[config.mk]
export PLATFORM = sky130hd
export DESIGN_NAME = alu_core
export DESIGN_NICKNAME = d
export VERILOG_FILES = /design/src/design/alu_pkg.sv /design/src/design/alu_core.sv
export SDC_FILE = /design/constraint.sdc
export NUM_CORES = 1
export LEC_CHECK = 0
export BUFFER_PORTS_ARGS = -buffer_cell sky130_fd_sc_hd__buf_2
export CAP_MARGIN = 40
export CORE_MARGIN = 2
export CORE_UTILIZATION = 35
export CTS_BUF_LIST = sky130_fd_sc_hd__clkbuf_2
export DETAILED_ROUTE_END_ITERATION = 10
export SYNTH_ARGS = -nofsm -noshare
export SYNTH_HDL_FRONTEND = slang
export SYNTH_SLANG_ARGS = --single-unit
[constraint.sdc]
create_clock -name pclk -period 13.65 [get_ports pclk]
set_input_delay 2.73 -clock pclk [delete_from_list [all_inputs] [get_ports pclk]]
set_output_delay 2.73 -clock pclk [all_outputs]
set_load 0.005 [all_outputs]
[src/design/alu_pkg.sv]
// constants for the registered alu slice: map, fields, opcodes, codes
package alu_pkg;
   localparam int unsigned DATA_W = 32;
   localparam int unsigned ADDR_W = 8;
   // register byte addresses
   localparam logic [7:0] OFF_CTRL = 8'h00;
   localparam logic [7:0] OFF_RDATA = 8'h04;
   localparam logic [7:0] OFF_SDATA = 8'h08;
   localparam logic [7:0] OFF_RFWORD = 8'h0C;
   localparam logic [7:0] OFF_RESULT = 8'h10;
   localparam logic [7:0] OFF_FLAGS = 8'h14;
   localparam logic [7:0] OFF_MQ = 8'h18;
   localparam logic [7:0] OFF_IRQ_STAT = 8'h1C;
   localparam logic [7:0] OFF_IRQ_MASK = 8'h20;
   // control word fields
   localparam int unsigned CTRL_W = 19;
   localparam int unsigned F_OP_LO = 0;
   localparam int unsigned F_OP_HI = 7;
   localparam int unsigned F_CIN = 8;
   localparam int unsigned F_SSEL_LO = 9;
   localparam int unsigned F_SSEL_HI = 10;
   localparam int unsigned F_CFG_LO = 11;
   localparam int unsigned F_CFG_HI = 13;
   localparam int unsigned F_IMM_LO = 14;
   localparam int unsigned F_IMM_HI = 17;
   localparam int unsigned F_LDMQ = 18;
   localparam logic [CTRL_W-1:0] CTRL_RST = 19'h03000;
   // full-byte opcodes
   localparam logic [7:0] OP_ABS = 8'h48;
   localparam logic [7:0] OP_ADD_IMMEDIATE_OP = 8'h68;
   // low-nibble alu opcodes
   localparam logic [3:0] ALU_ADD = 4'h1;
   localparam logic [3:0] ALU_AND = 4'hA;
   // upper-nibble shift codes
   localparam logic [3:0] SH_MQ_ROL = 4'hD;
   localparam logic [3:0] SH_SLL = 4'hC;
   localparam logic [3:0] SH_SRL = 4'hB;
   localparam logic [3:0] SH_SRA = 4'hA;
   // s operand sources
   localparam logic [1:0] SSEL_RF = 2'h0;
   localparam logic [1:0] SSEL_DB = 2'h1;
   localparam logic [1:0] SSEL_MQ = 2'h2;
   localparam logic [2:0] CFG_WORD32 = 3'h6;
   localparam logic [7:0] MS_BYTE_MIN = 8'h80;
   localparam logic [23:0] LOW_BYTES_ZERO = 24'h000000;
   // flag and interrupt bit positions
   localparam int unsigned FL_ZERO = 0;
   localparam int unsigned FL_NEG = 1;
   localparam int unsigned FL_OVR = 2;
   localparam int unsigned FL_CARRY = 3;
   localparam int unsigned FL_SIGN = 4;
   localparam int unsigned FLAG_W = 5;
   localparam int unsigned IRQ_W = 4;
   localparam int unsigned EV_DONE = 0;
   localparam int unsigned EV_OVR = 1;
   localparam int unsigned EV_ILLEGAL = 2;
   localparam int unsigned EV_CFG = 3;
endpackage : alu_pkg

[src/design/alu_core.sv]
// registered alu slice: abs, add, add immediate, and, flags, apb slave
//
// How it works
// [RULE_01] alu and shift opcodes are 4-bit nibbles paired in one byte
// [RULE_02] other groups use a whole 8-bit opcode on their own
// [RULE_03] add and and results shift by the upper nibble code, else pass
// [RULE_04] abs picks inverted s plus carry-in when s negative, else s
// [RULE_05] controller must set carry-in high when issuing abs
// [RULE_06] abs drives the sign of s on the sign/status flag pin
// [RULE_07] abs overflow when top byte 80 hex and other bytes 00 hex
// [RULE_08] add sums r, s and carry-in into alu and mq shifters
// [RULE_09] carry before shift; zero, negative after; overflow both
// [RULE_10] add flags: zero, msb negative, signed overflow, carry-out
// [RULE_11] high carry-in adds one to the sum, low leaves plain sum
// [RULE_12] add immediate uses 0..15 from low a-address inputs as r
// [RULE_13] and combines r and s bitwise into alu and mq shifters
// [RULE_14] controller selects 32-bit word mode with configuration 110
// [RULE_15] abs: zero on zero result, negative from input, carry if s zero
// [RULE_16] abs and add immediate never shift; byte selects ignored
// [RULE_17] s operand from register word, b data port or mq register
`timescale 1ns/10ps
module alu_core (
   input wire logic pclk, // 200 MHz bus clock
   input wire logic presetn, // async reset, low
   input wire logic psel, // apb select
   input wire logic penable, // apb access phase
   input wire logic pwrite, // apb direction
   input wire logic [alu_pkg::ADDR_W-1:0] paddr, // apb byte address
   input wire logic [alu_pkg::DATA_W-1:0] pwdata, // apb write data
   output logic [alu_pkg::DATA_W-1:0] prdata, // apb read data
   output logic pready, // apb ready
   output logic pslverr, // unmapped address
   output logic sign_shift_flag_pin, // sign/status flag
   output logic irq // level interrupt
);
   localparam int unsigned W = alu_pkg::DATA_W;

   logic [alu_pkg::CTRL_W-1:0] ctrl_r;
   logic [W-1:0] a_data_r, b_data_r, rf_word_r, mq_r, result_r;
   logic [alu_pkg::FLAG_W-1:0] flags_r;
   logic [alu_pkg::IRQ_W-1:0] irq_stat_r, irq_mask_r;
   logic exec_r, pready_r, pslverr_r, irq_r, sign_r;
   logic [W-1:0] prdata_r;

   // bus decode
   wire acc = psel & penable & ~pready_r;
   wire wr = acc & pwrite;
   wire hit_ctrl = paddr == alu_pkg::OFF_CTRL;
   wire hit_rdata = paddr == alu_pkg::OFF_RDATA;
   wire hit_sdata = paddr == alu_pkg::OFF_SDATA;
   wire hit_rf = paddr == alu_pkg::OFF_RFWORD;
   wire hit_res = paddr == alu_pkg::OFF_RESULT;
   wire hit_flags = paddr == alu_pkg::OFF_FLAGS;
   wire hit_mq = paddr == alu_pkg::OFF_MQ;
   wire hit_stat = paddr == alu_pkg::OFF_IRQ_STAT;
   wire hit_mask = paddr == alu_pkg::OFF_IRQ_MASK;
   wire mapped = hit_ctrl | hit_rdata | hit_sdata | hit_rf | hit_res |
                 hit_flags | hit_mq | hit_stat | hit_mask;
   wire [W-1:0] rd_mux =
      hit_ctrl ? {{(W-alu_pkg::CTRL_W){1'b0}}, ctrl_r} :
      hit_rdata ? a_data_r :
      hit_sdata ? b_data_r :
      hit_rf ? rf_word_r :
      hit_res ? result_r :
      hit_flags ? {{(W-alu_pkg::FLAG_W){1'b0}}, flags_r} :
      hit_mq ? mq_r :
      hit_stat ? {{(W-alu_pkg::IRQ_W){1'b0}}, irq_stat_r} :
      hit_mask ? {{(W-alu_pkg::IRQ_W){1'b0}}, irq_mask_r} : '0;

   // control word fields
   wire [7:0] op = ctrl_r[alu_pkg::F_OP_HI:alu_pkg::F_OP_LO];
   wire [3:0] alu_code = op[3:0];
   wire [3:0] sh_code = op[7:4];
   wire cin = ctrl_r[alu_pkg::F_CIN];
   wire [1:0] s_sel = ctrl_r[alu_pkg::F_SSEL_HI:alu_pkg::F_SSEL_LO];
   wire [2:0] cfg = ctrl_r[alu_pkg::F_CFG_HI:alu_pkg::F_CFG_LO];
   wire [3:0] low_a = ctrl_r[alu_pkg::F_IMM_HI:alu_pkg::F_IMM_LO];
   wire ld_mq = ctrl_r[alu_pkg::F_LDMQ];

   // full-byte opcodes are matched before nibble pairs
   wire is_abs = op == alu_pkg::OP_ABS; // [RULE_02]
   wire is_add_immediate_op = op == alu_pkg::OP_ADD_IMMEDIATE_OP; // [RULE_02]
   wire full_op = is_abs | is_add_immediate_op;
   wire is_add = ~full_op & (alu_code == alu_pkg::ALU_ADD); // [RULE_01]
   wire is_and = ~full_op & (alu_code == alu_pkg::ALU_AND); // [RULE_01]
   wire legal = is_abs | is_add_immediate_op | is_add | is_and;
   wire shiftable = is_add | is_and; // [RULE_16]

   // operand muxes
   wire [W-1:0] s_op = (s_sel == alu_pkg::SSEL_RF) ? rf_word_r :
                       (s_sel == alu_pkg::SSEL_MQ) ? mq_r :
                       b_data_r; // [RULE_17]
   wire [W-1:0] r_op = is_add_immediate_op ? {{(W-4){1'b0}}, low_a} : a_data_r; // [RULE_12]

   // abs: negative inputs rely on carry-in held high by the controller
   wire [W-1:0] abs_sum = ~s_op + {{(W-1){1'b0}}, cin}; // [RULE_04]
   wire [W-1:0] abs_res = s_op[W-1] ? abs_sum : s_op; // [RULE_04]
   wire abs_ovr = (s_op[W-1:W-8] == alu_pkg::MS_BYTE_MIN) &
                  (s_op[W-9:0] == alu_pkg::LOW_BYTES_ZERO); // [RULE_07]

   // adder shared by add and add immediate
   wire [W:0] add_full = {1'b0, r_op} + {1'b0, s_op} +
                         {{W{1'b0}}, cin}; // [RULE_08] [RULE_11]
   wire [W-1:0] add_sum = add_full[W-1:0];
   wire add_c = add_full[W];
   wire add_ovr = (r_op[W-1] == s_op[W-1]) &
                  (add_sum[W-1] != r_op[W-1]); // [RULE_10]
   wire [W-1:0] and_res = r_op & s_op; // [RULE_13]

   wire [W-1:0] alu_f = is_abs ? abs_res :
                        (is_and ? and_res : add_sum);

   // same-cycle result shifter, only for the nibble-pair group
   wire do_sll = shiftable & (sh_code == alu_pkg::SH_SLL);
   wire do_srl = shiftable & (sh_code == alu_pkg::SH_SRL);
   wire do_sra = shiftable & (sh_code == alu_pkg::SH_SRA);
   wire [W-1:0] y_sh = do_sll ? {alu_f[W-2:0], 1'b0} :
                       do_srl ? {1'b0, alu_f[W-1:1]} :
                       do_sra ? {alu_f[W-1], alu_f[W-1:1]} :
                       alu_f; // [RULE_03] [RULE_16]
   wire sh_ovr = do_sll & (alu_f[W-1] ^ alu_f[W-2]); // [RULE_09]
   wire [W-1:0] mq_sh = (shiftable & (sh_code == alu_pkg::SH_MQ_ROL)) ?
                        {alu_f[W-2:0], alu_f[W-1]} : alu_f; // [RULE_08]

   // flags: carry before shift, zero and negative after
   wire f_zero = y_sh == '0; // [RULE_09] [RULE_10] [RULE_15]
   wire f_neg = is_abs ? s_op[W-1] : y_sh[W-1]; // [RULE_09] [RULE_15]
   wire f_ovr = is_abs ? abs_ovr :
                is_and ? sh_ovr : (add_ovr | sh_ovr); // [RULE_09] [RULE_10]
   wire f_carry = is_abs ? (s_op == '0) :
                  is_and ? 1'b0 : add_c; // [RULE_15] [RULE_10]
   wire [alu_pkg::FLAG_W-1:0] flags_nxt =
      {is_abs & s_op[W-1], f_carry, f_ovr, f_neg, f_zero};

   // events; set wins over a write-one clear in the same cycle
   wire [alu_pkg::IRQ_W-1:0] ev;
   assign ev[alu_pkg::EV_DONE] = exec_r & legal;
   assign ev[alu_pkg::EV_OVR] = exec_r & legal & f_ovr;
   assign ev[alu_pkg::EV_ILLEGAL] = exec_r & ~legal;
   assign ev[alu_pkg::EV_CFG] = exec_r & (cfg != alu_pkg::CFG_WORD32); // [RULE_14]
   wire [alu_pkg::IRQ_W-1:0] clr =
      (wr & hit_stat) ? pwdata[alu_pkg::IRQ_W-1:0] : '0;
   wire [alu_pkg::IRQ_W-1:0] irq_stat_nxt = (irq_stat_r & ~clr) | ev;

   // bus handshake: one wait state, answer registered
   always_ff @(posedge pclk or negedge presetn) begin
      if (!presetn) begin
         pready_r <= 1'b0;
         pslverr_r <= 1'b0;
         prdata_r <= '0;
      end else begin
         pready_r <= acc;
         pslverr_r <= acc & ~mapped;
         prdata_r <= (acc & ~pwrite) ? rd_mux : '0;
      end
   end

   // software-written registers; a ctrl write starts one execution
   always_ff @(posedge pclk or negedge presetn) begin
      if (!presetn) begin
         ctrl_r <= alu_pkg::CTRL_RST;
         a_data_r <= '0;
         b_data_r <= '0;
         rf_word_r <= '0;
         irq_mask_r <= '0;
         exec_r <= 1'b0;
      end else begin
         if (wr & hit_ctrl) ctrl_r <= pwdata[alu_pkg::CTRL_W-1:0];
         if (wr & hit_rdata) a_data_r <= pwdata;
         if (wr & hit_sdata) b_data_r <= pwdata;
         if (wr & hit_rf) rf_word_r <= pwdata;
         if (wr & hit_mask) irq_mask_r <= pwdata[alu_pkg::IRQ_W-1:0];
         exec_r <= wr & hit_ctrl;
      end
   end

   // datapath results and status
   always_ff @(posedge pclk or negedge presetn) begin
      if (!presetn) begin
         result_r <= '0;
         flags_r <= '0;
         mq_r <= '0;
         irq_stat_r <= '0;
         irq_r <= 1'b0;
         sign_r <= 1'b0;
      end else begin
         if (exec_r & legal) begin
            result_r <= y_sh;
            flags_r <= flags_nxt;
            sign_r <= is_abs & s_op[W-1]; // [RULE_06]
         end
         if (exec_r & shiftable & ld_mq) mq_r <= mq_sh; // [RULE_08] [RULE_13]
         else if (wr & hit_mq) mq_r <= pwdata;
         irq_stat_r <= irq_stat_nxt;
         irq_r <= |(irq_stat_nxt & irq_mask_r);
      end
   end

   assign prdata = prdata_r;
   assign pready = pready_r;
   assign pslverr = pslverr_r;
   assign irq = irq_r;
   assign sign_shift_flag_pin = sign_r;

   // checks
   a_abs_select: assert property (@(posedge pclk) disable iff (!presetn)
      exec_r && is_abs |=> result_r == ($past(s_op[W-1]) ?
         (~$past(s_op) + W'($past(cin))) : $past(s_op)))
      else $error("abs result wrong"); // [RULE_04]
   a_abs_sign: assert property (@(posedge pclk) disable iff (!presetn)
      exec_r && is_abs |=> sign_shift_flag_pin == $past(s_op[W-1]))
      else $error("abs sign pin wrong"); // [RULE_06]
   a_abs_ovr: assert property (@(posedge pclk) disable iff (!presetn)
      exec_r && is_abs && s_op == 32'h80000000 |=> flags_r[alu_pkg::FL_OVR])
      else $error("abs overflow missed"); // [RULE_07]
   a_add_sum: assert property (@(posedge pclk) disable iff (!presetn)
      exec_r && is_add && sh_code == 4'hF
      |=> result_r == $past(r_op) + $past(s_op) + W'($past(cin)))
      else $error("add sum wrong"); // [RULE_08]
   a_add_immediate_op_imm: assert property (@(posedge pclk) disable iff (!presetn)
      exec_r && is_add_immediate_op
      |=> result_r == W'($past(low_a)) + $past(s_op) + W'($past(cin)))
      else $error("add immediate wrong"); // [RULE_12]
   a_and_res: assert property (@(posedge pclk) disable iff (!presetn)
      exec_r && is_and && sh_code == 4'hF
      |=> result_r == ($past(a_data_r) & $past(s_op)))
      else $error("and result wrong"); // [RULE_13]
   a_zero_flag: assert property (@(posedge pclk) disable iff (!presetn)
      exec_r && legal |=> flags_r[alu_pkg::FL_ZERO] == (result_r == '0))
      else $error("zero flag wrong"); // [RULE_10]
   a_carry_abs: assert property (@(posedge pclk) disable iff (!presetn)
      exec_r && is_abs |=> flags_r[alu_pkg::FL_CARRY] == ($past(s_op) == '0))
      else $error("abs carry wrong"); // [RULE_15]
   a_noshift_abs: assert property (@(posedge pclk) disable iff (!presetn)
      exec_r && (is_abs || is_add_immediate_op) |-> y_sh == alu_f)
      else $error("abs or add_immediate_op shifted"); // [RULE_16]
   a_sll_shift: assert property (@(posedge pclk) disable iff (!presetn)
      exec_r && is_add && sh_code == alu_pkg::SH_SLL
      |=> result_r == {$past(add_sum[W-2:0]), 1'b0})
      else $error("left shift wrong"); // [RULE_03]
   a_irq_level: assert property (@(posedge pclk) disable iff (!presetn)
      ##1 irq == |($past(irq_stat_nxt) & $past(irq_mask_r)))
      else $error("irq level wrong");
   // bus answer shape: one-cycle pulses, data only in the answer cycle
   a_pready_pulse: assert property (@(posedge pclk) disable iff (!presetn)
      pready |=> !pready)
      else $error("pready longer than one cycle");
   a_slverr_pair: assert property (@(posedge pclk) disable iff (!presetn)
      pslverr |-> pready)
      else $error("pslverr without pready");
   a_rdata_idle: assert property (@(posedge pclk) disable iff (!presetn)
      !pready |-> prdata == '0)
      else $error("read data outside answer");
   // flags: abs takes n from its input, shiftable ops from the shifted word
   a_abs_neg: assert property (@(posedge pclk) disable iff (!presetn)
      exec_r && is_abs |=> flags_r[alu_pkg::FL_NEG] == $past(s_op[W-1]))
      else $error("abs negative flag wrong"); // [RULE_15]
   a_neg_after: assert property (@(posedge pclk) disable iff (!presetn)
      exec_r && shiftable |=> flags_r[alu_pkg::FL_NEG] == result_r[W-1])
      else $error("negative flag not after shift"); // [RULE_09]
   a_and_carry: assert property (@(posedge pclk) disable iff (!presetn)
      exec_r && is_and |=> !flags_r[alu_pkg::FL_CARRY])
      else $error("and carry set"); // [RULE_09]
   // immediate is at most 15, so its sign bit is always clear
   a_add_immediate_op_ovr: assert property (@(posedge pclk) disable iff (!presetn)
      exec_r && is_add_immediate_op |=> flags_r[alu_pkg::FL_OVR] ==
         (!$past(s_op[W-1]) && result_r[W-1]))
      else $error("add immediate overflow wrong"); // [RULE_10]
   a_add_immediate_op_carry: assert property (@(posedge pclk) disable iff (!presetn)
      exec_r && is_add_immediate_op
      |=> flags_r[alu_pkg::FL_CARRY] == (result_r < $past(s_op)))
      else $error("add immediate carry wrong"); // [RULE_11]
   a_sra_shift: assert property (@(posedge pclk) disable iff (!presetn)
      exec_r && is_add && sh_code == alu_pkg::SH_SRA
      |=> result_r == {$past(add_sum[W-1]), $past(add_sum[W-1:1])})
      else $error("arithmetic shift wrong"); // [RULE_03]
   // mq gets the unshifted word unless the rotate code is given
   a_mq_plain: assert property (@(posedge pclk) disable iff (!presetn)
      exec_r && shiftable && ld_mq && sh_code != alu_pkg::SH_MQ_ROL
      |=> mq_r == $past(alu_f))
      else $error("mq load wrong"); // [RULE_08]
   a_mq_rotate: assert property (@(posedge pclk) disable iff (!presetn)
      exec_r && shiftable && ld_mq && sh_code == alu_pkg::SH_MQ_ROL
      |=> mq_r == {$past(alu_f[W-2:0]), $past(alu_f[W-1])})
      else $error("mq rotate wrong"); // [RULE_08]
   a_sign_clear: assert property (@(posedge pclk) disable iff (!presetn)
      exec_r && legal && !is_abs |=> !sign_shift_flag_pin)
      else $error("sign pin left high"); // [RULE_06]
   a_illegal_keep: assert property (@(posedge pclk) disable iff (!presetn)
      exec_r && !legal |=> $stable(result_r))
      else $error("illegal op changed result"); // [RULE_02]
   a_cfg_event: assert property (@(posedge pclk) disable iff (!presetn)
      exec_r && cfg != alu_pkg::CFG_WORD32 |=> irq_stat_r[alu_pkg::EV_CFG])
      else $error("config event missed"); // [RULE_14]
   a_set_wins: assert property (@(posedge pclk) disable iff (!presetn)
      (|ev) |=> (irq_stat_r & $past(ev)) == $past(ev))
      else $error("status event lost");
   c_abs_neg: cover property (@(posedge pclk) exec_r && is_abs && s_op[W-1]);
   c_add_carry: cover property (@(posedge pclk) exec_r && is_add && add_c);
   c_and_shift: cover property (@(posedge pclk) exec_r && is_and && do_srl);
   c_irq_up: cover property (@(posedge pclk) $rose(irq));
   c_mq_rotate: cover property (@(posedge pclk)
      exec_r && ld_mq && shiftable && sh_code == alu_pkg::SH_MQ_ROL);
endmodule : alu_core

; Yosys cells after proc, flatten, opt, wreduce, memory -nomap -nowiden
; Index checks and enable logic that the tools add are counted.
; W data, S select, Z words.
[op_classes]
add_sub_neg = 3
n_eq_ne = 21
muxes = 28
bitwise = 53
reduce_logical = 7
[op_table]
columns = cell, n
row1 = $mux W32, 19
row2 = $logic_not A32 Y1, 2
row3 = $add A32 B32 Y33, 1
row4 = $add A33 B1 Y33, 1
row5 = $add A32 B1 Y32, 1
row6 = $and A32 B32 Y32, 1
row7 = $eq A8 B5 Y1 const B, 4
row8 = $not A32 Y32, 1
row9 = $mux W31, 1
row10 = $and A1 B1 Y1, 28
row11 = $logic_not A24 Y1, 1
row12 = $eq A4 B4 Y1 const B, 5
row13 = $eq A8 B4 Y1 const B, 2
row14 = $eq A8 B7 Y1 const B, 2
row15 = $or A1 B1 Y1, 13
row16 = $mux W4, 3
row17 = $and A4 B4 Y4, 2
row18 = $eq A8 B3 Y1 const B, 1
row19 = $eq A8 B6 Y1 const B, 1
row20 = $eq A8 B8 Y1 const B, 1
row21 = $logic_not A8 Y1, 1
row22 = $mux W1, 5
row23 = $not A1 Y1, 5
row24 = $eq A4 B1 Y1 const B, 1
row25 = 10 further kinds, 10
[totals]
reg_bits = 229
word_cells = 127

; Longest topological paths before layout
[depth]
depth_word = 16
mapped_depth = 20
depth_no_buf = 19

; Least setup slack after synthesis
; No wires, ideal clock.
[synth_path]
kind = register -> register
startpoint = register ctrl_r[1] (netlist name)
endpoint = register flags_r[0] (netlist name)
t_arrival_ns = 4.635
t_required_ns = 13.584
setup_slack_ns = 8.949
stages_incl_launch_ff = 20
synth_period_minus_slack_ns = 4.701
cell_sequence = dfrtp_1 nor4b_4 and3_1 nor2_1 xor2_1 ha_1 o21bai_1 fa_1 a211oi_1 o211ai_1 and3b_1 o21a_1 o31ai_1 mux2i_1 o211ai_1 a2111oi_0 nor2_1 a2111oi_2 nand4_1 nand2_1
[synth_via]
elab_chain_len = 10
elab_cells_between_ends = 25
[synth_lines]
columns = item, line_no
row1 = from (decl), alu_core.sv:38  ; logic [alu_pkg::CTRL_W-1:0] ctrl_r;
row2 = from (signal assigned), alu_core.sv:161  ; ctrl_r <= alu_pkg::CTRL_RST;
row3 = from (signal assigned), alu_core.sv:168  ; if (wr & hit_ctrl) ctrl_r <= pwdata[alu_pkg::CTRL_W-1:0];
row4 = $eq A8 B7 Y1 (on tied branches), "alu_core.sv:82, alu_core.sv:81"
row5 = $mux W32 or $or A1 B1 Y1 (tied branches), "alu_core.sv:93, alu_core.sv:83, alu_core.sv:86"
row6 = $add A32 B32 Y33 or $not A1 Y1 (tied branches), "alu_core.sv:102, alu_core.sv:84, alu_core.sv:85"
row7 = $add A33 B1 Y33 (tied with other cells), alu_core.sv:102  ; wire [W:0] add_full = {1'b0, r_op} + {1'b0, s_op} +
row8 = $mux W32 or $or A1 B1 Y1 (tied branches), "alu_core.sv:111, alu_core.sv:87"
row9 = $mux W32 or $and A1 B1 Y1 (tied branches), "alu_core.sv:110, alu_core.sv:116"
row10 = $mux W31, alu_core.sv:119  ; do_sra ? {alu_f[W-1], alu_f[W-1:1]} :
row11 = $mux W32, alu_core.sv:118  ; do_srl ? {1'b0, alu_f[W-1:1]} :
row12 = $mux W32, alu_core.sv:117  ; wire [W-1:0] y_sh = do_sll ? {alu_f[W-2:0], 1'b0} :
row13 = $logic_not A32 Y1, alu_core.sv:126  ; wire f_zero = y_sh == '0;
row14 = to (signal assigned), alu_core.sv:189  ; flags_r <= flags_nxt;
row15 = to (decl), alu_core.sv:40  ; logic [alu_pkg::FLAG_W-1:0] flags_r;
; Parallel ways exist; a longest one is shown, timed or not.
; A chain may end at the register's enable or synchronous reset.

; Worst setup path in the final report
[layout_path]
startpoint = register ctrl_r[9] (netlist name)
endpoint = register flags_r[0] (netlist name)
[layout_via]
elab_chain_len = 11
elab_cells_between_ends = 16
[layout_lines]
columns = item, line_no
row1 = $eq A2 B2 Y1, alu_core.sv:91  ; (s_sel == alu_pkg::SSEL_MQ) ? mq_r :
row2 = $mux W32, alu_core.sv:91
row3 = $mux W32 *, alu_core.sv:90  ; wire [W-1:0] s_op = (s_sel == alu_pkg::SSEL_RF) ? rf_word_r :
row4 = $add A32 B32 Y33 or $not A32 Y32 (tied branches), "alu_core.sv:102, alu_core.sv:96"
row5 = $add A33 B1 Y33 or $add A32 B1 Y32 (tied branches), "alu_core.sv:102, alu_core.sv:96"
row6 = $mux W32 (on tied branches), "alu_core.sv:111, alu_core.sv:97"
row7 = $mux W32 *, alu_core.sv:110  ; wire [W-1:0] alu_f = is_abs ? abs_res :
row8 = $mux W31, alu_core.sv:119
row9 = $mux W32, alu_core.sv:118
row10 = $mux W32 *, alu_core.sv:117
row11 = $logic_not A32 Y1 *, alu_core.sv:126
; Every way passes the cells marked *; elsewhere a longest branch is shown, timed or not.

==> impl_metrics.yaml <==
yosys:
  synthMuxAreaShare: 0.1389
  syn-num-nets: 1847
  synth_top_family_by_area: "compound AO/OA/AOI/OAI gates"
  yosysMostFrequentCell: "dfrtp_1"
  ys_types: 102
  synthCells: 1769
  synthFlopType: "dfrtp_1"
  synth_area_per_cell_sq_um: 8.874
  yosys_warnings: 0
  ys_seq_area_frac: 0.3636
  synthSimpleGateAreaFrac: 0.1700
  synth_edf_count: 0
  synth_common_cells: "dfrtp_1, nand2_1, nor2_1"
  netlist_area_sq_mm: 0.01570
  synthXorXnorAreaFrac: 0.02790
  synth_compound_area_frac: 0.2322
  yosysTopAreaCell: "dfrtp_1"
  synth_fa_ha_area_frac: 0.02742
  synth_area_leaders: "dfrtp_1, mux2_2, nand2_1, a21oi_1, nor2_1"
  synth_seq_cells: 228
  synth_top_cell_area_share: 0.3602
  synthArstFlopShare: 1.000
worst_setup_path:
  r2r_cells: 19
  cp.required_ps: 14460
  cp-start-kind: "flop"
  r2r_setup_slack_ps: 7330
  reg2reg_from: "ctrl_r[9]"
  cp.arrival_ps: 7130
  cp-startpoint: "ctrl_r[9]"
  critPathCaptureType: "flop"
  critPathCapture: "flags_r[0]"
  rr_endpoint: "flags_r[0]"
  cp_max_fo: 39
  worst-setup-path-type: "reg -> reg"
clock_tree:
  cts_buffers: 57
  clk_latency_ps: 920
  cts_root_buf: "clkbuf_2"
  postCtsSetupBuffers: 0
  cts_tree: "done"
  cts_resized: 0
  clk_path_buf_depth: 3
  clk_pin_slew_ps: 120
  htree_levels: 2
  cts.sink_count: 228
  ctsHoldBuffers: 0
sta:
  max_freq_mhz: 158.4
  hold_viol: 0
  layout_setup_ws_ps: 7335
  final.min_clock_period_ps: 6315
  hold_ws_ps: 491.3
  tightest_slew_ps: 950.1
  setup-tns-final_ps: 0
  slew_viol_final: 0
  skew_ps: 80.40
  rsz0062_at_grt: "false"
  setup_viol: 0
  finalCritPeriodShare: 0.4626
  timing.slew.headroom: 0.3666
power_and_ir_drop:
  combPwrFrac: 0.090
  total_power_mw: 1.253
  power_frac_clock: 0.360
  p_leak_nw: 7.826
  p_per_area_mw_per_mm2: 72.45
  seqPwrFrac: 0.550
  p_switching_mw: 0.3753
  ir_drop_v: 0.00005522
  intPower_mw: 0.8774
  netSwitchingFraction: 0.2996
route:
  vias_per_cell: 6.066
  drc: 0
  antenna_left: 0
  wl_per_cell_microns: 23.65
  drt_wl_total_microns: 58430
  drt-initial-drc-count: 1911
  num_vias: 14990
  drt_first_pass_iters: 6
global_routing:
  track_usage: 0.2474
  met2_usage: 0.3655
  grt_max_degree: 94
  antenna_found_initial: 7
  grt_overflow: 0
  met1_usage: 0.3551
  grt_pass1_vias: 14430
  grt.busiest_layer: "met2"
  met3_usage: 0.05032
  grt_first_pass_wirelength_microns: 89290
layout:
  fill_cells: 4481
  final_core_util: 0.3910
  syn_to_final_growth_pct: 10.15
  layout.nets: 1914
  ff_latch_area_sq_mm: 0.005710
  post_route_cells_drive_above_1_share: 0.2168
  multiInputGateArea_sq_mm: 0.009407
floorplanning:
  initial_utilization: 0.3550
  die_x_microns: 215.8
  fp.dieH_microns: 215.8
  dieArea_sq_mm: 0.04656
  pin_count: 81
  core_sq_mm: 0.04422
  num_rows: 77
place:
  place_congestion: 0.9859
  hpwl_microns: 41550
  io_buffers: 80
  dp_slack_ps: 7698
worst_hold_path:
  hold_path_class: "reg -> reg"
status:
  status: "finished, final reports clean"
run:
  cap_violations: 0
-- placed cells by master (no fill, tap or decap), types with 10 or more instances in the layout --
cell type and n:
dfrtp_1 224, nand2_1 216, nor2_1 167, mux2_2 144, a21oi_1 137, o21ai_0 111
clkbuf_2 80, buf_2 80, mux2i_1 51, a221oi_1 49, xnor2_1 38, and2_1 35
buf_4 33, ha_1 32, nor3_1 31, inv_1 30, a211oi_1 29, o211ai_1 23
nand3_1 22, a21o_1 22, o21ai_1 21, a22oi_1 18, o21a_1 15, o31ai_1 13
o22ai_1 13, clkinv_1 13, a31oi_1 12, xor2_1 12, and3_1 11, nand4_1 11
nand2b_1 10
-- state kept, by name, indices dropped and copies added, names as in the netlist --
signal / count
a_data_r: 32
ctrl_r: 19
b_data_r: 32
pready: 1
pslverr: 1
flags_r: 5
mq_r: 32
exec_r: 1
irq_mask_r: 4
prdata: 32
result_r: 32
irq_stat_r: 4
rf_word_r: 32
irq: 1
-- critical path: stages, from the launching register on --
cell and delay, ps:
dfrtp_2 720, buf_4 540, nand2b_1 180, o21ai_1 340, xor2_1 150, ha_1 220, o21bai_1 190, fa_1 490
a211oi_1 340, o211ai_1 250, and3b_1 280, o21a_1 240, o31ai_1 290, mux2i_1 390, o211ai_1 340, a2111oi_0 510
nor2_1 150, a2111oi_2 350, nand4_1 130, nand2_1 90
-- how the worst min path moves through the flow --
stage,cells past startpoint,slack (ps),to,from
6_report,2,490,result_r[20],result_r[20]
5_1_grt,2,510,result_r[26],result_r[26]
4_1_cts,2,490,result_r[20],result_r[20]
3_5_place_dp,2,470,result_r[20],result_r[20]
3_3_place_gp,2,460,result_r[20],result_r[20]
2_1_floorplan,2,440,flags_r[0],flags_r[0]
-- final cells by class --
type,instances,share of cell area
clock buffer,80,0.02315
timing repair buffer,121,0.04790
tap,592,0.04284
antenna,2,0.0002894
inverter,31,0.006729
sequential,228,0.3302
multi-input combinational,1397,0.5440
clock inverter,20,0.004848
-- layer usage --
layer  wire length (microns)  vias to the layer above
li1                        -                     6695
met3                    5943                      126
met1                   25330                     7340
met4                    1933                        2
met2                   25210                      827
met5                      13                        -
-- cell families after synthesis --
logic type,count (synthesis)
adders and majority gates,34
xor gates and xnor gates,50
and+or+nand+nor,567
DFF,228
muxes,199
buffers and inverters,144
AOI/OAI and AO/OA,547
-- per-stage QoR --
stage | instances | instance area, sq um
after global placement | 2360 | 16620
after floorplan | 1769 | 15700
final | 2471 | 17290
after detailed placement | 2368 | 16790
after global routing | 2470 | 17290
after CTS | 2468 | 17280
-- power groups by stage --
stage	logic, mW	registers (mW)	clock network [mW]
2_1_floorplan	0.0590	0.698	0
3_3_place_gp	0.107	0.702	0
3_5_place_dp	0.110	0.702	0
4_1_cts	0.111	0.689	0.464
5_1_grt	0.122	0.690	0.500
6_report	0.113	0.689	0.451
(Power assumes the default switching activity.)
